$ cat src/verilog/sfr_guard_cfg.svh
/*
  Named constants for the special function register access guard:
  group field positions, register byte addresses, reset values and the
  fixed read value that a refused read returns.
  Assumes a 12-bit APB byte address in which each register is one
  aligned 32-bit word.
*/
// Operation
// - Contactless OS reads firewall config, owns its registers.
// - Contactless OS hardware access follows firewall rights.
// - System mode reaches MMU, system, firewall, hardware.
// - User hardware access follows current segment rights.
// - General CPU registers open in every mode.
// - Program status high readable in contactless, user.
// - Clock source select readable in contactless OS.
// - MMU configuration refused outside system mode.
// - System protect registers never readable.
// - Random number register never writable.
// - Crypto key registers never readable, writes allowed.
// - Segment table address resets to zero.
// - Security reset values fixed, never loadable.
// - Memory partition fixed, no configuration path.
// - System mode may relocate the segment table.
// - Segment table memory uses ordinary memory rights.
// - Exchange area placed and sized by system, boot and test modes only.
// - Boot and test modes reach every group except MMU.
`ifndef SFR_GUARD_CFG_SVH
`define SFR_GUARD_CFG_SVH

// Field positions inside the byte address.
`define GRP_MSB 11
`define GRP_LSB 8
`define IDX_MSB 6
`define IDX_LSB 2
`define HW_HIGH_BIT 7

// Group codes held in the group field.
`define GRP_CODE_GEN 4'h0
`define GRP_CODE_SYS 4'h1
`define GRP_CODE_MMU 4'h2
`define GRP_CODE_FW 4'h3
`define GRP_CODE_CLOS 4'h4
`define GRP_CODE_HW 4'h5

// Registers with special treatment.
`define ADDR_PSW_HIGH 12'h104
`define ADDR_PROTECT_0 12'h110
`define ADDR_PROTECT_1 12'h114
`define ADDR_PROTECT_2 12'h118
`define ADDR_CLK_SEL 12'h500
`define ADDR_RANDOM 12'h504
`define ADDR_KEY_A 12'h508
`define ADDR_KEY_D 12'h50C

// Registers held inside the guard.
`define ADDR_EXCH_BASE 12'h108
`define ADDR_EXCH_SIZE 12'h10C
`define ADDR_STAB_LO 12'h200
`define ADDR_STAB_HI 12'h204
`define ADDR_FW_LO 12'h300
`define ADDR_FW_HI 12'h304

// Reset values and fixed read answers.
`define RST_STAB 16'h0000
`define RST_EXCH 16'h0000
`define RST_FW 32'h0000_0000
`define DENY_RDATA 32'h0000_0000
`define ZERO32 32'h0000_0000

`endif

$ cat src/verilog/sfr_guard_pkg.sv
/*
  Types shared by the access guard modules: CPU modes, register groups,
  internal register selectors and the bus answer states.
  Assumes nothing of its surroundings.
*/
package sfr_guard_pkg;
  // CPU mode as reported by the core; other codes are illegal.
  typedef enum logic [2:0] {MODE_BOOT = 3'b000, MODE_TEST = 3'b001,
    MODE_CLOS = 3'b010, MODE_SYS = 3'b011, MODE_USER = 3'b100} cpu_mode_e;
  // Register group of an address.
  typedef enum logic [2:0] {GRP_GENERAL = 3'b000, GRP_SYSMGMT = 3'b001,
    GRP_MMU = 3'b010, GRP_FWCFG = 3'b011, GRP_CLOS = 3'b100,
    GRP_HWCOMP = 3'b101, GRP_NONE = 3'b110} sfr_group_e;
  // Registers that live inside the guard.
  typedef enum logic [2:0] {OWN_NONE = 3'b000, OWN_EXCH_BASE = 3'b001,
    OWN_EXCH_SIZE = 3'b010, OWN_STAB_LO = 3'b011, OWN_STAB_HI = 3'b100,
    OWN_FW_LO = 3'b101, OWN_FW_HI = 3'b110} own_reg_e;
  // Bus answer sequencing.
  typedef enum logic {ST_IDLE = 1'b0, ST_ANSWER = 1'b1} apb_state_e;
endpackage

$ cat src/verilog/sfr_class_if.sv
/*
  Interface that carries an address to the group decoder and the
  classification back to the guard.
  Assumes one decoder and one user per instance.
*/
`timescale 1ns/1ps
interface sfr_class_if;
  import sfr_guard_pkg::*;
  logic [11:0] addr; // Byte address under test.
  sfr_group_e grp; // Register group of the address.
  logic [4:0] hwIdx; // Hardware register index inside its group.
  own_reg_e own; // Guard register selected, if any.
  logic isPsw; // Program status high.
  logic isProt; // One of the system protect registers.
  logic isClk; // Clock source select.
  logic isRng; // Random number value.
  logic isKey; // One of the crypto key registers.
  modport decoder(input addr, output grp, hwIdx, own, isPsw, isProt,
    isClk, isRng, isKey);
  modport user(output addr, input grp, hwIdx, own, isPsw, isProt,
    isClk, isRng, isKey);
endinterface

$ cat src/verilog/guard_reg.sv
/*
  One guarded configuration register with a fixed reset constant.
  Assumes the caller only raises the write enable for permitted writes.
*/
`timescale 1ns/1ps
module guard_reg #(
  parameter int W = 16,
  parameter logic [W-1:0] RST = '0
) (
  // Clock and reset.
  input wire logic clk,
  input wire logic rst_b,
  // Write side.
  input wire logic we,
  input wire logic [W-1:0] wdata,
  // Stored value.
  output logic [W-1:0] q
);
  logic [W-1:0] val_d; // Next register value.

  // Load on a permitted write, otherwise hold.
  always_comb
  begin
    val_d = we ? wdata : q;
  end

  // The reset value is a constant of the design and no port loads it.
  always_ff @(posedge clk or negedge rst_b)
  begin
    if (!rst_b)
      q <= RST;
    else
      q <= val_d;
  end
endmodule

$ cat src/verilog/sfr_group_decode.sv
/*
  Address classifier: sorts an address into its register group and
  flags the registers that carry fixed read or write restrictions.
  Assumes the byte address layout of the configuration header.
*/
`timescale 1ns/1ps
`include "sfr_guard_cfg.svh"
module sfr_group_decode (
  // Address in, classification out.
  sfr_class_if.decoder cls
);
  import sfr_guard_pkg::*;

  // Group and special register decode, purely combinational.
  always_comb
  begin
    cls.hwIdx = cls.addr[`IDX_MSB:`IDX_LSB];
    cls.isPsw = (cls.addr == `ADDR_PSW_HIGH);
    cls.isProt = (cls.addr == `ADDR_PROTECT_0) ||
      (cls.addr == `ADDR_PROTECT_1) || (cls.addr == `ADDR_PROTECT_2);
    cls.isClk = (cls.addr == `ADDR_CLK_SEL);
    cls.isRng = (cls.addr == `ADDR_RANDOM);
    cls.isKey = (cls.addr == `ADDR_KEY_A) || (cls.addr == `ADDR_KEY_D);
    unique case (cls.addr[`GRP_MSB:`GRP_LSB])
      `GRP_CODE_GEN: cls.grp = GRP_GENERAL;
      `GRP_CODE_SYS: cls.grp = GRP_SYSMGMT;
      `GRP_CODE_MMU: cls.grp = GRP_MMU;
      `GRP_CODE_FW: cls.grp = GRP_FWCFG;
      `GRP_CODE_CLOS: cls.grp = GRP_CLOS;
      // Only the lower half of the hardware page is populated.
      `GRP_CODE_HW: cls.grp = cls.addr[`HW_HIGH_BIT] ? GRP_NONE : GRP_HWCOMP;
      default: cls.grp = GRP_NONE;
    endcase
    unique case (cls.addr)
      `ADDR_EXCH_BASE: cls.own = OWN_EXCH_BASE;
      `ADDR_EXCH_SIZE: cls.own = OWN_EXCH_SIZE;
      `ADDR_STAB_LO: cls.own = OWN_STAB_LO;
      `ADDR_STAB_HI: cls.own = OWN_STAB_HI;
      `ADDR_FW_LO: cls.own = OWN_FW_LO;
      `ADDR_FW_HI: cls.own = OWN_FW_HI;
      default: cls.own = OWN_NONE;
    endcase
  end
endmodule

$ cat src/verilog/sfr_mode_access_guard.sv
/*
  Access guard between the CPU core and the special function register
  space. The core reaches the space as an APB3 master; the guard checks
  every transfer against the current CPU mode, the firewall rights and
  the rights of the executing memory segment, serves its own security
  registers and forwards permitted transfers to the downstream register
  space.
  Assumes the mode and segment rights are stable during a transfer and
  that the downstream space answers reads in the cycle it is strobed.
*/
`timescale 1ns/1ps
`include "sfr_guard_cfg.svh"
module sfr_mode_access_guard (
  // Clock and reset.
  input wire logic sys_clk,
  input wire logic rst_b,
  // APB slave port from the core.
  input wire logic psel,
  input wire logic penable,
  input wire logic pwrite,
  input wire logic [11:0] paddr,
  input wire logic [31:0] pwdata,
  output logic [31:0] prdata,
  output logic pready,
  output logic pslverr,
  // Security attributes from the core and the segment lookup.
  input wire sfr_guard_pkg::cpu_mode_e cpuMode,
  input wire logic [31:0] segReadRights,
  input wire logic [31:0] segWriteRights,
  // Downstream register space.
  output logic sfrReadEn,
  output logic sfrWriteEn,
  output logic [11:0] sfrAddr,
  output logic [31:0] sfrWdata,
  input wire logic [31:0] sfrRdata,
  // Configuration handed to the memory management unit.
  output logic [31:0] segTableAddr,
  output logic [15:0] exchangeBase,
  output logic [15:0] exchangeSize
);
  import sfr_guard_pkg::*;

  // Classification of the current address.
  sfr_class_if cls();

  // Answer sequencing state.
  apb_state_e state_q;
  apb_state_e state_d;

  // Registered answer towards the core.
  logic [31:0] prdata_q;
  logic [31:0] prdata_d;
  logic pslverr_q;
  logic pslverr_d;

  // Decoded mode flags.
  logic modeLegal; // Mode code is one of the five modes.
  logic modeOpen; // Boot or test mode.
  logic modeSys; // System mode.
  logic modeClos; // Contactless operating system mode.
  logic modeUser; // User mode.

  // Permission results for the current address.
  logic readOk; // A read here would be granted.
  logic writeOk; // A write here would be granted.
  logic allowed; // The transfer in hand is granted.

  // Transfer qualifiers.
  logic accessPhase; // First access cycle of a transfer.
  logic ownWrite; // Granted write in the first access cycle, to any target.

  // Guard register contents.
  logic [15:0] stabLo;
  logic [15:0] stabHi;
  logic [15:0] exchBase;
  logic [15:0] exchSize;
  logic [31:0] fwRightsLow;
  logic [31:0] fwRightsHigh;
  logic [31:0] ownRdata; // Read value of the selected guard register.

  // Address classifier.
  assign cls.addr = paddr;

  sfr_group_decode u_decode (
    .cls(cls)
  );

  // Mode decode; a code outside the five modes grants nothing.
  always_comb
  begin
    modeLegal = 1'b1;
    modeOpen = 1'b0;
    modeSys = 1'b0;
    modeClos = 1'b0;
    modeUser = 1'b0;
    unique case (cpuMode)
      MODE_BOOT: modeOpen = 1'b1;
      MODE_TEST: modeOpen = 1'b1;
      MODE_CLOS: modeClos = 1'b1;
      MODE_SYS: modeSys = 1'b1;
      MODE_USER: modeUser = 1'b1;
      default: modeLegal = 1'b0;
    endcase
  end

  // Permission table. Group grants come first, then boot and test
  // open everything mapped, and last the fixed per-register limits,
  // which hold in every mode including boot and test.
  always_comb
  begin
    readOk = 1'b0;
    writeOk = 1'b0;
    unique case (cls.grp)
      GRP_GENERAL:
      begin
        // General CPU registers need no firewall or segment check.
        readOk = modeLegal;
        writeOk = modeLegal;
      end
      GRP_SYSMGMT:
      begin
        // System management, including the exchange area registers.
        readOk = modeSys;
        writeOk = modeSys;
        if ((modeClos || modeUser) && cls.isPsw)
          readOk = 1'b1;
      end
      GRP_MMU:
      begin
        // Segmentation setup belongs to system mode alone.
        readOk = modeSys;
        writeOk = modeSys;
      end
      GRP_FWCFG:
      begin
        // Firewall setup: system writes, contactless OS may look.
        readOk = modeSys || modeClos;
        writeOk = modeSys;
      end
      GRP_CLOS:
      begin
        // Registers of the contactless operating system.
        readOk = modeClos;
        writeOk = modeClos;
      end
      GRP_HWCOMP:
      begin
        if (modeSys)
        begin
          readOk = 1'b1;
          writeOk = 1'b1;
        end
        else if (modeClos)
        begin
          // Low word grants reads, high word grants writes.
          readOk = fwRightsLow[cls.hwIdx] || cls.isClk;
          writeOk = fwRightsHigh[cls.hwIdx];
        end
        else if (modeUser)
        begin
          // Rights of the segment the code is fetched from.
          readOk = segReadRights[cls.hwIdx];
          writeOk = segWriteRights[cls.hwIdx];
        end
      end
      GRP_NONE:
      begin
        // Unmapped address: nothing granted in any mode.
        readOk = 1'b0;
        writeOk = 1'b0;
      end
    endcase
    if (modeOpen && (cls.grp != GRP_NONE))
    begin
      readOk = 1'b1;
      writeOk = 1'b1;
    end
    // Segmentation setup stays closed to boot and test mode as well, so
    // only system code can ever move the segment table.
    if ((cls.grp == GRP_MMU) && !modeSys)
    begin
      readOk = 1'b0;
      writeOk = 1'b0;
    end
    if (cls.isProt)
      readOk = 1'b0;
    if (cls.isRng)
      writeOk = 1'b0;
    if (cls.isKey)
      readOk = 1'b0;
  end

  // A transfer is judged once, in its first access cycle.
  assign accessPhase = psel && penable && (state_q == ST_IDLE);
  assign allowed = pwrite ? writeOk : readOk;
  assign ownWrite = accessPhase && pwrite && writeOk;

  // Downstream strobes only for granted transfers outside the guard;
  // a refused write never reaches the target register.
  assign sfrReadEn = accessPhase && !pwrite && readOk &&
    (cls.own == OWN_NONE);
  assign sfrWriteEn = ownWrite && (cls.own == OWN_NONE);
  assign sfrAddr = paddr;
  assign sfrWdata = pwdata;

  // Segment table pointer, cleared by reset so no segment is enabled.
  guard_reg #(
    .W(16),
    .RST(`RST_STAB)
  ) u_stab_lo (
    .clk(sys_clk),
    .rst_b(rst_b),
    .we(ownWrite && (cls.own == OWN_STAB_LO)),
    .wdata(pwdata[15:0]),
    .q(stabLo)
  );

  guard_reg #(
    .W(16),
    .RST(`RST_STAB)
  ) u_stab_hi (
    .clk(sys_clk),
    .rst_b(rst_b),
    .we(ownWrite && (cls.own == OWN_STAB_HI)),
    .wdata(pwdata[15:0]),
    .q(stabHi)
  );

  // Exchange area window, writable in system, boot and test mode only.
  guard_reg #(
    .W(16),
    .RST(`RST_EXCH)
  ) u_exch_base (
    .clk(sys_clk),
    .rst_b(rst_b),
    .we(ownWrite && (cls.own == OWN_EXCH_BASE)),
    .wdata(pwdata[15:0]),
    .q(exchBase)
  );

  guard_reg #(
    .W(16),
    .RST(`RST_EXCH)
  ) u_exch_size (
    .clk(sys_clk),
    .rst_b(rst_b),
    .we(ownWrite && (cls.own == OWN_EXCH_SIZE)),
    .wdata(pwdata[15:0]),
    .q(exchSize)
  );

  // Firewall rights, reset to grant nothing.
  guard_reg #(
    .W(32),
    .RST(`RST_FW)
  ) u_fw_low (
    .clk(sys_clk),
    .rst_b(rst_b),
    .we(ownWrite && (cls.own == OWN_FW_LO)),
    .wdata(pwdata),
    .q(fwRightsLow)
  );

  guard_reg #(
    .W(32),
    .RST(`RST_FW)
  ) u_fw_high (
    .clk(sys_clk),
    .rst_b(rst_b),
    .we(ownWrite && (cls.own == OWN_FW_HI)),
    .wdata(pwdata),
    .q(fwRightsHigh)
  );

  // Read mux of the guard registers; narrow ones sit in the low bits.
  always_comb
  begin
    ownRdata = `ZERO32;
    unique case (cls.own)
      OWN_EXCH_BASE: ownRdata = {16'h0000, exchBase};
      OWN_EXCH_SIZE: ownRdata = {16'h0000, exchSize};
      OWN_STAB_LO: ownRdata = {16'h0000, stabLo};
      OWN_STAB_HI: ownRdata = {16'h0000, stabHi};
      OWN_FW_LO: ownRdata = fwRightsLow;
      OWN_FW_HI: ownRdata = fwRightsHigh;
      OWN_NONE: ownRdata = `ZERO32;
    endcase
  end

  // Answer computation: one wait state, then data and error stand for
  // the single cycle in which pready is high.
  always_comb
  begin
    state_d = state_q;
    prdata_d = `ZERO32;
    pslverr_d = 1'b0;
    unique case (state_q)
      ST_IDLE:
      begin
        if (accessPhase)
        begin
          state_d = ST_ANSWER;
          pslverr_d = !allowed;
          if (!pwrite && readOk)
            prdata_d = (cls.own == OWN_NONE) ? sfrRdata : ownRdata;
          else
            prdata_d = `DENY_RDATA;
        end
      end
      ST_ANSWER:
      begin
        state_d = ST_IDLE;
      end
    endcase
  end

  // Answer registers.
  always_ff @(posedge sys_clk or negedge rst_b)
  begin
    if (!rst_b)
    begin
      state_q <= ST_IDLE;
      prdata_q <= `ZERO32;
      pslverr_q <= 1'b0;
    end
    else
    begin
      state_q <= state_d;
      prdata_q <= prdata_d;
      pslverr_q <= pslverr_d;
    end
  end

  // Bus outputs.
  assign pready = (state_q == ST_ANSWER);
  assign prdata = prdata_q;
  assign pslverr = pslverr_q;

  // The partition itself has no register and no write path here.
  assign exchangeBase = exchBase;
  assign exchangeSize = exchSize;

  // The table words live in ordinary memory and are guarded by the
  // memory rights of their segment, not by this block.
  assign segTableAddr = {stabHi, stabLo};
endmodule

$ cat config.mk
export PLATFORM = sky130hd
export DESIGN_NAME = sfr_mode_access_guard
export DESIGN_NICKNAME = d
export VERILOG_FILES = /design/src/verilog/sfr_guard_pkg.sv /design/src/verilog/sfr_class_if.sv /design/src/verilog/guard_reg.sv /design/src/verilog/sfr_group_decode.sv /design/src/verilog/sfr_mode_access_guard.sv
export VERILOG_INCLUDE_DIRS = /design/src /design/src/verilog
export SDC_FILE = /design/constraint.sdc
export NUM_CORES = 1
export LEC_CHECK = 0
export BUFFER_PORTS_ARGS = -buffer_cell sky130_fd_sc_hd__buf_2
export CAP_MARGIN = 20
export CORE_ASPECT_RATIO = 1.1
export CORE_MARGIN = 5
export CORE_UTILIZATION = 30
export CTS_CLUSTER_SIZE = 30
export DETAILED_ROUTE_END_ITERATION = 12
export PLACE_DENSITY = 0.54
export SLEW_MARGIN = 20
export SYNTH_ARGS = -nofsm -noshare
export SYNTH_HDL_FRONTEND = slang
export SYNTH_SLANG_ARGS = --single-unit
$ cat constraint.sdc
create_clock -name sys_clk -period 5.35 [get_ports sys_clk]
set_input_delay 0 -clock sys_clk [delete_from_list [all_inputs] [get_ports sys_clk]]
set_output_delay 0 -clock sys_clk [all_outputs]
set_load 0.01 [all_outputs]
# [Word-level counts from Yosys, hierarchy flattened]
# Cells that the tools add are included.
[op_classes] magnitude_cmp=1 eq_ne=36 n_mux=42 bitwise=1 n_reduce_logical=34
[ops] op="$pmux W32 S6" count=1
[ops] op="$mux W32" count=4
[ops] op="$eq A12 B9 Y1 const B" count=6
[ops] op="$eq A12 B10 Y1 const B" count=4
[ops] op="$eq A12 B11 Y1 const B" count=4
[ops] op="$pmux W3 S6" count=2
[ops] op="$mux W1" count=27
[ops] op="$eq A3 B3 Y1 const B" count=7
[ops] op="$bmux W1 S5" count=4
[ops] op="$eq A3 B2 Y1 const B" count=6
[ops] op="$logic_and A1 B1 Y1" count=18
[ops] op="$eq A3 B1 Y1 const B" count=3
[ops] op="$logic_not A3 Y1" count=3
[ops] op="$eq A4 B2 Y1 const B" count=2
[ops] op="$eq A4 B3 Y1 const B" count=2
[ops] op="$pmux W1 S7" count=1
[ops] op="$logic_or A1 B1 Y1" count=6
[ops] op="$lt A5 B6 Y1 const B" count=1
[ops] op="$pmux W1 S5" count=1
[ops] op="$reduce_or A5 Y1" count=1
[ops] op="$eq A4 B1 Y1 const B" count=1
[ops] op="$logic_not A4 Y1" count=1
[ops] op="$logic_not A1 Y1" count=3
[ops] op="$ne A3 B3 Y1 const B" count=1
[ops] op="5 further kinds" count=5
[totals] ff_bits=162 in_bits=148 out_inout_bits=144 elab_cells=123

# [Depth between registers and ports, before layout]
[depth] word_depth=14 ltp_mapped=11 mapped_depth_nobuf=7

# [Modules after synthesis]
# Synthesis repeated with hierarchy kept, for this count alone.
[hier_totals] cells_unflattened=772 hier_area_um2=9903.2
[modules_own_cells] mod="sfr_mode_access_guard" instances=1 cells_each=469 area_each_um2=4400.5 seq_area_each_um2=850.8
[modules_own_cells] mod="guard_reg at u_fw_high ..." instances=2 cells_each=68 area_each_um2=1345.0 seq_area_each_um2=800.8
[modules_own_cells] mod="guard_reg at u_exch_base ..." instances=4 cells_each=34 area_each_um2=649.4 seq_area_each_um2=400.4
[modules_own_cells] mod="sfr_group_decode" instances=1 cells_each=31 area_each_um2=215.2 seq_area_each_um2=0.0

# [Worst setup path before layout]
# Ideal clock, no wire load.
[synth_timing] path_type="register to register" from="reg u_fw_low.q[23]" to="reg prdata_q[13], in the netlist prdata[13]" setup_ns=0.150 t_arrival_ns=2.118 required_time_ns=5.200 path_slack_ns=3.082 stages_incl_launch_ff=8 n_path_buf=1 synth_period_minus_slack_ns=2.268 path_cell_list="dfrtp_1 mux4_2 mux4_2 nor2b_1 and4bb_1 a211oi_4 buf_6 a211oi_2"
[synth_between] elab_chain_len=14
[synth_lines] item="start: declaration" line_no="guard_reg.sv:17" rtl="output logic [W-1:0] q"
[synth_lines] item="start signal: assignment" line_no="guard_reg.sv:33" rtl="q <= val_d;"
[synth_lines] item="$bmux W1 S5" line_no="sfr_mode_access_guard.sv:156" rtl="readOk = fwRightsLow[cls.hwIdx] || cls.isClk;"
[synth_lines] item="$mux W1 (implied by the code)" line_no="sfr_mode_access_guard.sv:156"
[synth_lines] item="$logic_or A1 B1 Y1" line_no="sfr_mode_access_guard.sv:156"
[synth_lines] item="$mux W1" line_no="sfr_mode_access_guard.sv:153" rtl="else if (modeClos)"
[synth_lines] item="$mux W1" line_no="sfr_mode_access_guard.sv:148" rtl="if (modeSys)"
[synth_lines] item="$pmux W1 S7" line_no="sfr_mode_access_guard.sv:113" rtl="unique case (cls.grp)"
[synth_lines] item="$mux W1" line_no="sfr_mode_access_guard.sv:173" rtl="if (modeOpen && (cls.grp != GRP_NONE))"
[synth_lines] item="$mux W1" line_no="sfr_mode_access_guard.sv:180" rtl="if ((cls.grp == GRP_MMU) && !modeSys)"
[synth_lines] item="$mux W1" line_no="sfr_mode_access_guard.sv:185" rtl="if (cls.isProt)"
[synth_lines] item="$mux W1" line_no="sfr_mode_access_guard.sv:189" rtl="if (cls.isKey)"
[synth_lines] item="$logic_and A1 B1 Y1" line_no="sfr_mode_access_guard.sv:304" rtl="if (!pwrite && readOk)"
[synth_lines] item="$mux W32" line_no="sfr_mode_access_guard.sv:304"
[synth_lines] item="$mux W32" line_no="sfr_mode_access_guard.sv:300" rtl="if (accessPhase)"
[synth_lines] item="$mux W32" line_no="sfr_mode_access_guard.sv:297" rtl="unique case (state_q)"
[synth_lines] item="net prdata_d[13]" line_no="sfr_mode_access_guard.sv:52" rtl="logic [31:0] prdata_d;"
[synth_lines] item="end signal: assignment" line_no="sfr_mode_access_guard.sv:323" rtl="prdata_q <= `ZERO32;"
[synth_lines] item="end signal: assignment" line_no="sfr_mode_access_guard.sv:329" rtl="prdata_q <= prdata_d;"
[synth_lines] item="end: declaration" line_no="sfr_mode_access_guard.sv:51" rtl="logic [31:0] prdata_q;"
# The timed path passes the listed nets, and every way through them passes these cells. The select of a mux whose other input is x is not followed.
# A chain may end at the register's enable or synchronous reset.

# [Final worst setup path]
[layout_timing] from="in paddr[2]" to="out sfrReadEn"
[layout_between] elab_chain_len=12 elab_cells_between_ends=35 classes_between="13 x eq/ne; 14 x mux; 8 x reduce/logical"
[layout_lines] item="start: declaration" line_no="sfr_mode_access_guard.sv:21" rtl="input wire logic [11:0] paddr,"
[layout_lines] item="$bmux W1 S5 (on tied branches)" line_no="sfr_mode_access_guard.sv:162, sfr_mode_access_guard.sv:156"
[layout_lines] item="$mux W1 (on tied branches)" line_no="sfr_mode_access_guard.sv:162, sfr_mode_access_guard.sv:156"
[layout_lines] item="$mux W1 or $logic_or A1 B1 Y1 (tied branches)" line_no="sfr_mode_access_guard.sv:159, sfr_mode_access_guard.sv:156"
[layout_lines] item="$mux W1" line_no="sfr_mode_access_guard.sv:153"
[layout_lines] item="$mux W1" line_no="sfr_mode_access_guard.sv:148"
[layout_lines] item="$pmux W1 S7" line_no="sfr_mode_access_guard.sv:113"
[layout_lines] item="$mux W1" line_no="sfr_mode_access_guard.sv:173"
[layout_lines] item="$mux W1" line_no="sfr_mode_access_guard.sv:180"
[layout_lines] item="$mux W1" line_no="sfr_mode_access_guard.sv:185"
[layout_lines] item="$mux W1" line_no="sfr_mode_access_guard.sv:189"
[layout_lines] item="$logic_and A1 B1 Y1" line_no="sfr_mode_access_guard.sv:200" rtl="assign sfrReadEn = accessPhase && !pwrite && readOk &&"
[layout_lines] item="$logic_and A1 B1 Y1 (*)" line_no="sfr_mode_access_guard.sv:200"
[layout_lines] item="end: declaration" line_no="sfr_mode_access_guard.sv:31" rtl="output logic sfrReadEn,"
# Mark *: on every way between the ends. The rest lies on a longest branch, timed or not. The select of a mux whose other input is x is not followed.

==> key figures <==
Synth
  • Syn Area/Cell: 12.2 µm²
  • Top cells by area, synth: dfrtp_1 46%, mux2_2 17%, mux4_2 6.7%
  • Cell Area, Synth: 8800 µm²
  • Netlist cell types: 66
  • #FFs+latches synth: 162
  • Post-synth ARST share: 1.00
  • Post-synth top area cell: dfrtp_1
  • Sequential fraction of the synthesis area: 0.460
  • Top_reg_cell synth: dfrtp_1
  • Syn Inst Count: 720
  • Synth top area share: 0.460
  • Net Count, Synth: 868
  • Yosys warns: 0
  • EDFF count, synth: 0

Clocking
  • Post_cts resized: 0
  • Num CTS Buffers: 17
  • CTS tree: yes
  • Sink Count: 162
  • H-tree levels: 4
  • # hold bufs at CTS: 65
  • Clk buf depth: 2
  • Clk pin slew, worst setup/hold paths: 60 ps
  • Worst-Skew Late Latency: 440 ps
  • Postcts setup bufs: 0
  • Root Driver: clkbuf_16

Place
  • Area after DPL: 10,200 µm²
  • Port bufs: 291
  • Cells after DPL: 1,291
  • DPL Wire Length: 22.3 mm
  • Routability Congestion: 0.803

Drt
  • DR iter-0 viols: 532
  • Final WL: 31.2 mm
  • DRT Pass-1 Iters: 5
  • # DRC: 0
  • Vias: 7,209
  • DR WL/cell: 22.5 µm
  • Routed Antenna Nets: 0
  • Via density: 5.19

Layout
  • Storage cell area: 4050 µm²
  • Finished Cell Area: 11,400 µm²
  • N_diodes: 0
  • Fill cell count: 2,841
  • Final Instance Count excl. Fillers: 1,388
  • Nets: 1,156
  • Multi-input gate area: 4120 µm²
  • Commonest non-fill, non-tap cell in the layout: buf_2
  • Layout cells sized above 1: 0.515
  • Most frequent cells in the layout: 290 x buf_2, 162 x dfrtp_1, 129 x mux2_2
  • P&R area growth vs syn: 29.5%

Timing
  • Slew headroom: 0.226
  • Final Setup Violations: 0
  • Fin Hold WS: 41.3 ps
  • Peak Freq: 0.275 GHz
  • Fin crit period: 3640 ps
  • Final hold violations: 0
  • Worst Skew: 11.3 ps
  • Setup_tns: 0 ps
  • Final period util: 0.680
  • Slew Viols, Final: 0
  • RSZ-0062 raised after global routing: no
  • Worst-Margin Slew: 1160 ps

Setup path
  • Crit end category: output pin
  • Largest delay share family, worst path: buffers and inverters
  • Worst Setup Start Kind: input port
  • R2R depth: 8
  • Arrival @ worst endpoint: 3640 ps
  • Largest fanout on the critical path: 31
  • Slowest stage delay, CP: 820 ps
  • Crit path cell chain: buf_2 -> mux4_1 -> mux4_2 -> o2111a_1 -> a211oi_4 -> buf_4 -> nor3_2 -> buf_2
  • Critical Path RT: 5350 ps
  • Most frequent CP cell: buf_2
  • Slowest CP cell: a211oi_4
  • Crit path buf inv count: 3
  • CP Class: in -> out
  • WP depth: 8

Die
  • # rows: 65
  • Die H: 190 µm
  • Die area: 32,900 µm²
  • Initial cell density of the core: 0.306
  • Core area: 28,800 µm²
  • DIE WIDTH: 173 µm
  • IO Pins: 292

Global route
  • Gr usage total: 0.188
  • Initial antenna violation count: 0
  • Maximum number of pins on one net before global-route repair: 70
  • Number of global-route vias before repair: 7,682
  • First-pass GRT wire length: 47.6 mm
  • Total gr overflow: 0

Power and ir drop
  • Static leakage: 0.00565 µW
  • Power per cell area: 234 nW/µm²
  • Maximum VDD drop: 180 µV

Run
  • MaxCap Viol Count: 0

Outcome
  • Status: finished clean

Worst hold path
  • Worst Hold Class: in -> async
==> report_power, final <==
group	internal (µW)	switching, µW
sequential	1230	0.898
clock	610	534
combinational	135	161
==> synth_stat cells (all sizes together) (2+ instances only) <==
cell and number:
a21oi 10, clkbuf 22, nand2 62, and3 4, o211ai 17, a22oi 17, buf 77, a211oi 18
and3b 3, nor3 21, inv 6, nor4 5, a222oi 16, or2 2, mux2 132, nand2b 3
mux4 27, o21ai 28, nor3b 3, nor2 8, nor2b 8, dfrtp 162, nand3 9, nand4 20
mux2i 13, or4 2
==> worst register-to-register path: cells and delay by family, from the launching register on <==
family          cells  cell delay, ps
buf+inv             1             480
simple gates        1             280
mux                 1             500
compound gates      5            1370
flops               1             440
==> layer usage <==
metal,GRT usage,up-vias,wire [µm]
met5,0,-,0
met4,0.0537,0,446
met3,0.0429,30,1620
met2,0.331,250,15900
met1,0.232,3662,13200
li1,-,3267,-
==> cell families after synthesis <==
family / after synthesis / synth area share
multiplexers: 172 / 0.253
flip-flops: 162 / 0.460
AND/OR/NAND/NOR: 159 / 0.111
AO/OA/AOI/OAI: 121 / 0.102
buffers and inverters: 105 / 0.0719
XOR/XNOR: 1 / 0.000995
==> path summary, 6_finish.rpt <==
| check | startpoint | end | slack [ps] |
|---|---|---|---|
| worst max-delay path | paddr[2] | sfrReadEn | 1710 |
| worst min-delay path | rst_b | u_stab_hi.q[15] | 40 |
| worst max register to register | u_fw_low.q[6] | prdata[12] | 2160 |
| worst min register to register | u_exch_size.q[4] | u_exch_size.q[4] | 530 |
| max in group asynchronous | rst_b | u_exch_base.q[5] | 4070 |
| min in group sys_clk | pwrite | pslverr | 230 |
==> stage by stage <==
step                 util  worst slack (ps)  total power (µW)
floorplan               -              3080              1390
global placement    0.354              1680              1510
detailed placement  0.354              1650              1510
CTS                 0.396              1630              2690
global route        0.396              1500              2770
finish              0.396              1710              2670
==> registers in the layout, indices dropped and copies added (netlist names) <==
| signal | flops |
|---|---|
| prdata | 32 |
| pready | 1 |
| pslverr | 1 |
| u_exch_base.q | 16 |
| u_exch_size.q | 16 |
| u_fw_high.q | 32 |
| u_fw_low.q | 32 |
| u_stab_hi.q | 16 |
| u_stab_lo.q | 16 |
==> final cells by class <==
| class | instances | area share |
|---|---|---|
| Tap cell | 368 | 0.0404 |
| Inverter | 6 | 0.00198 |
| Clock inverter | 13 | 0.00900 |
| Timing Repair Buffer | 368 | 0.194 |
| Multi-Input combinational cell | 453 | 0.361 |
| Sequential cell | 162 | 0.356 |
| Clock buffer | 18 | 0.0385 |
No activity file was read; power rests on OpenSTA's default activity.
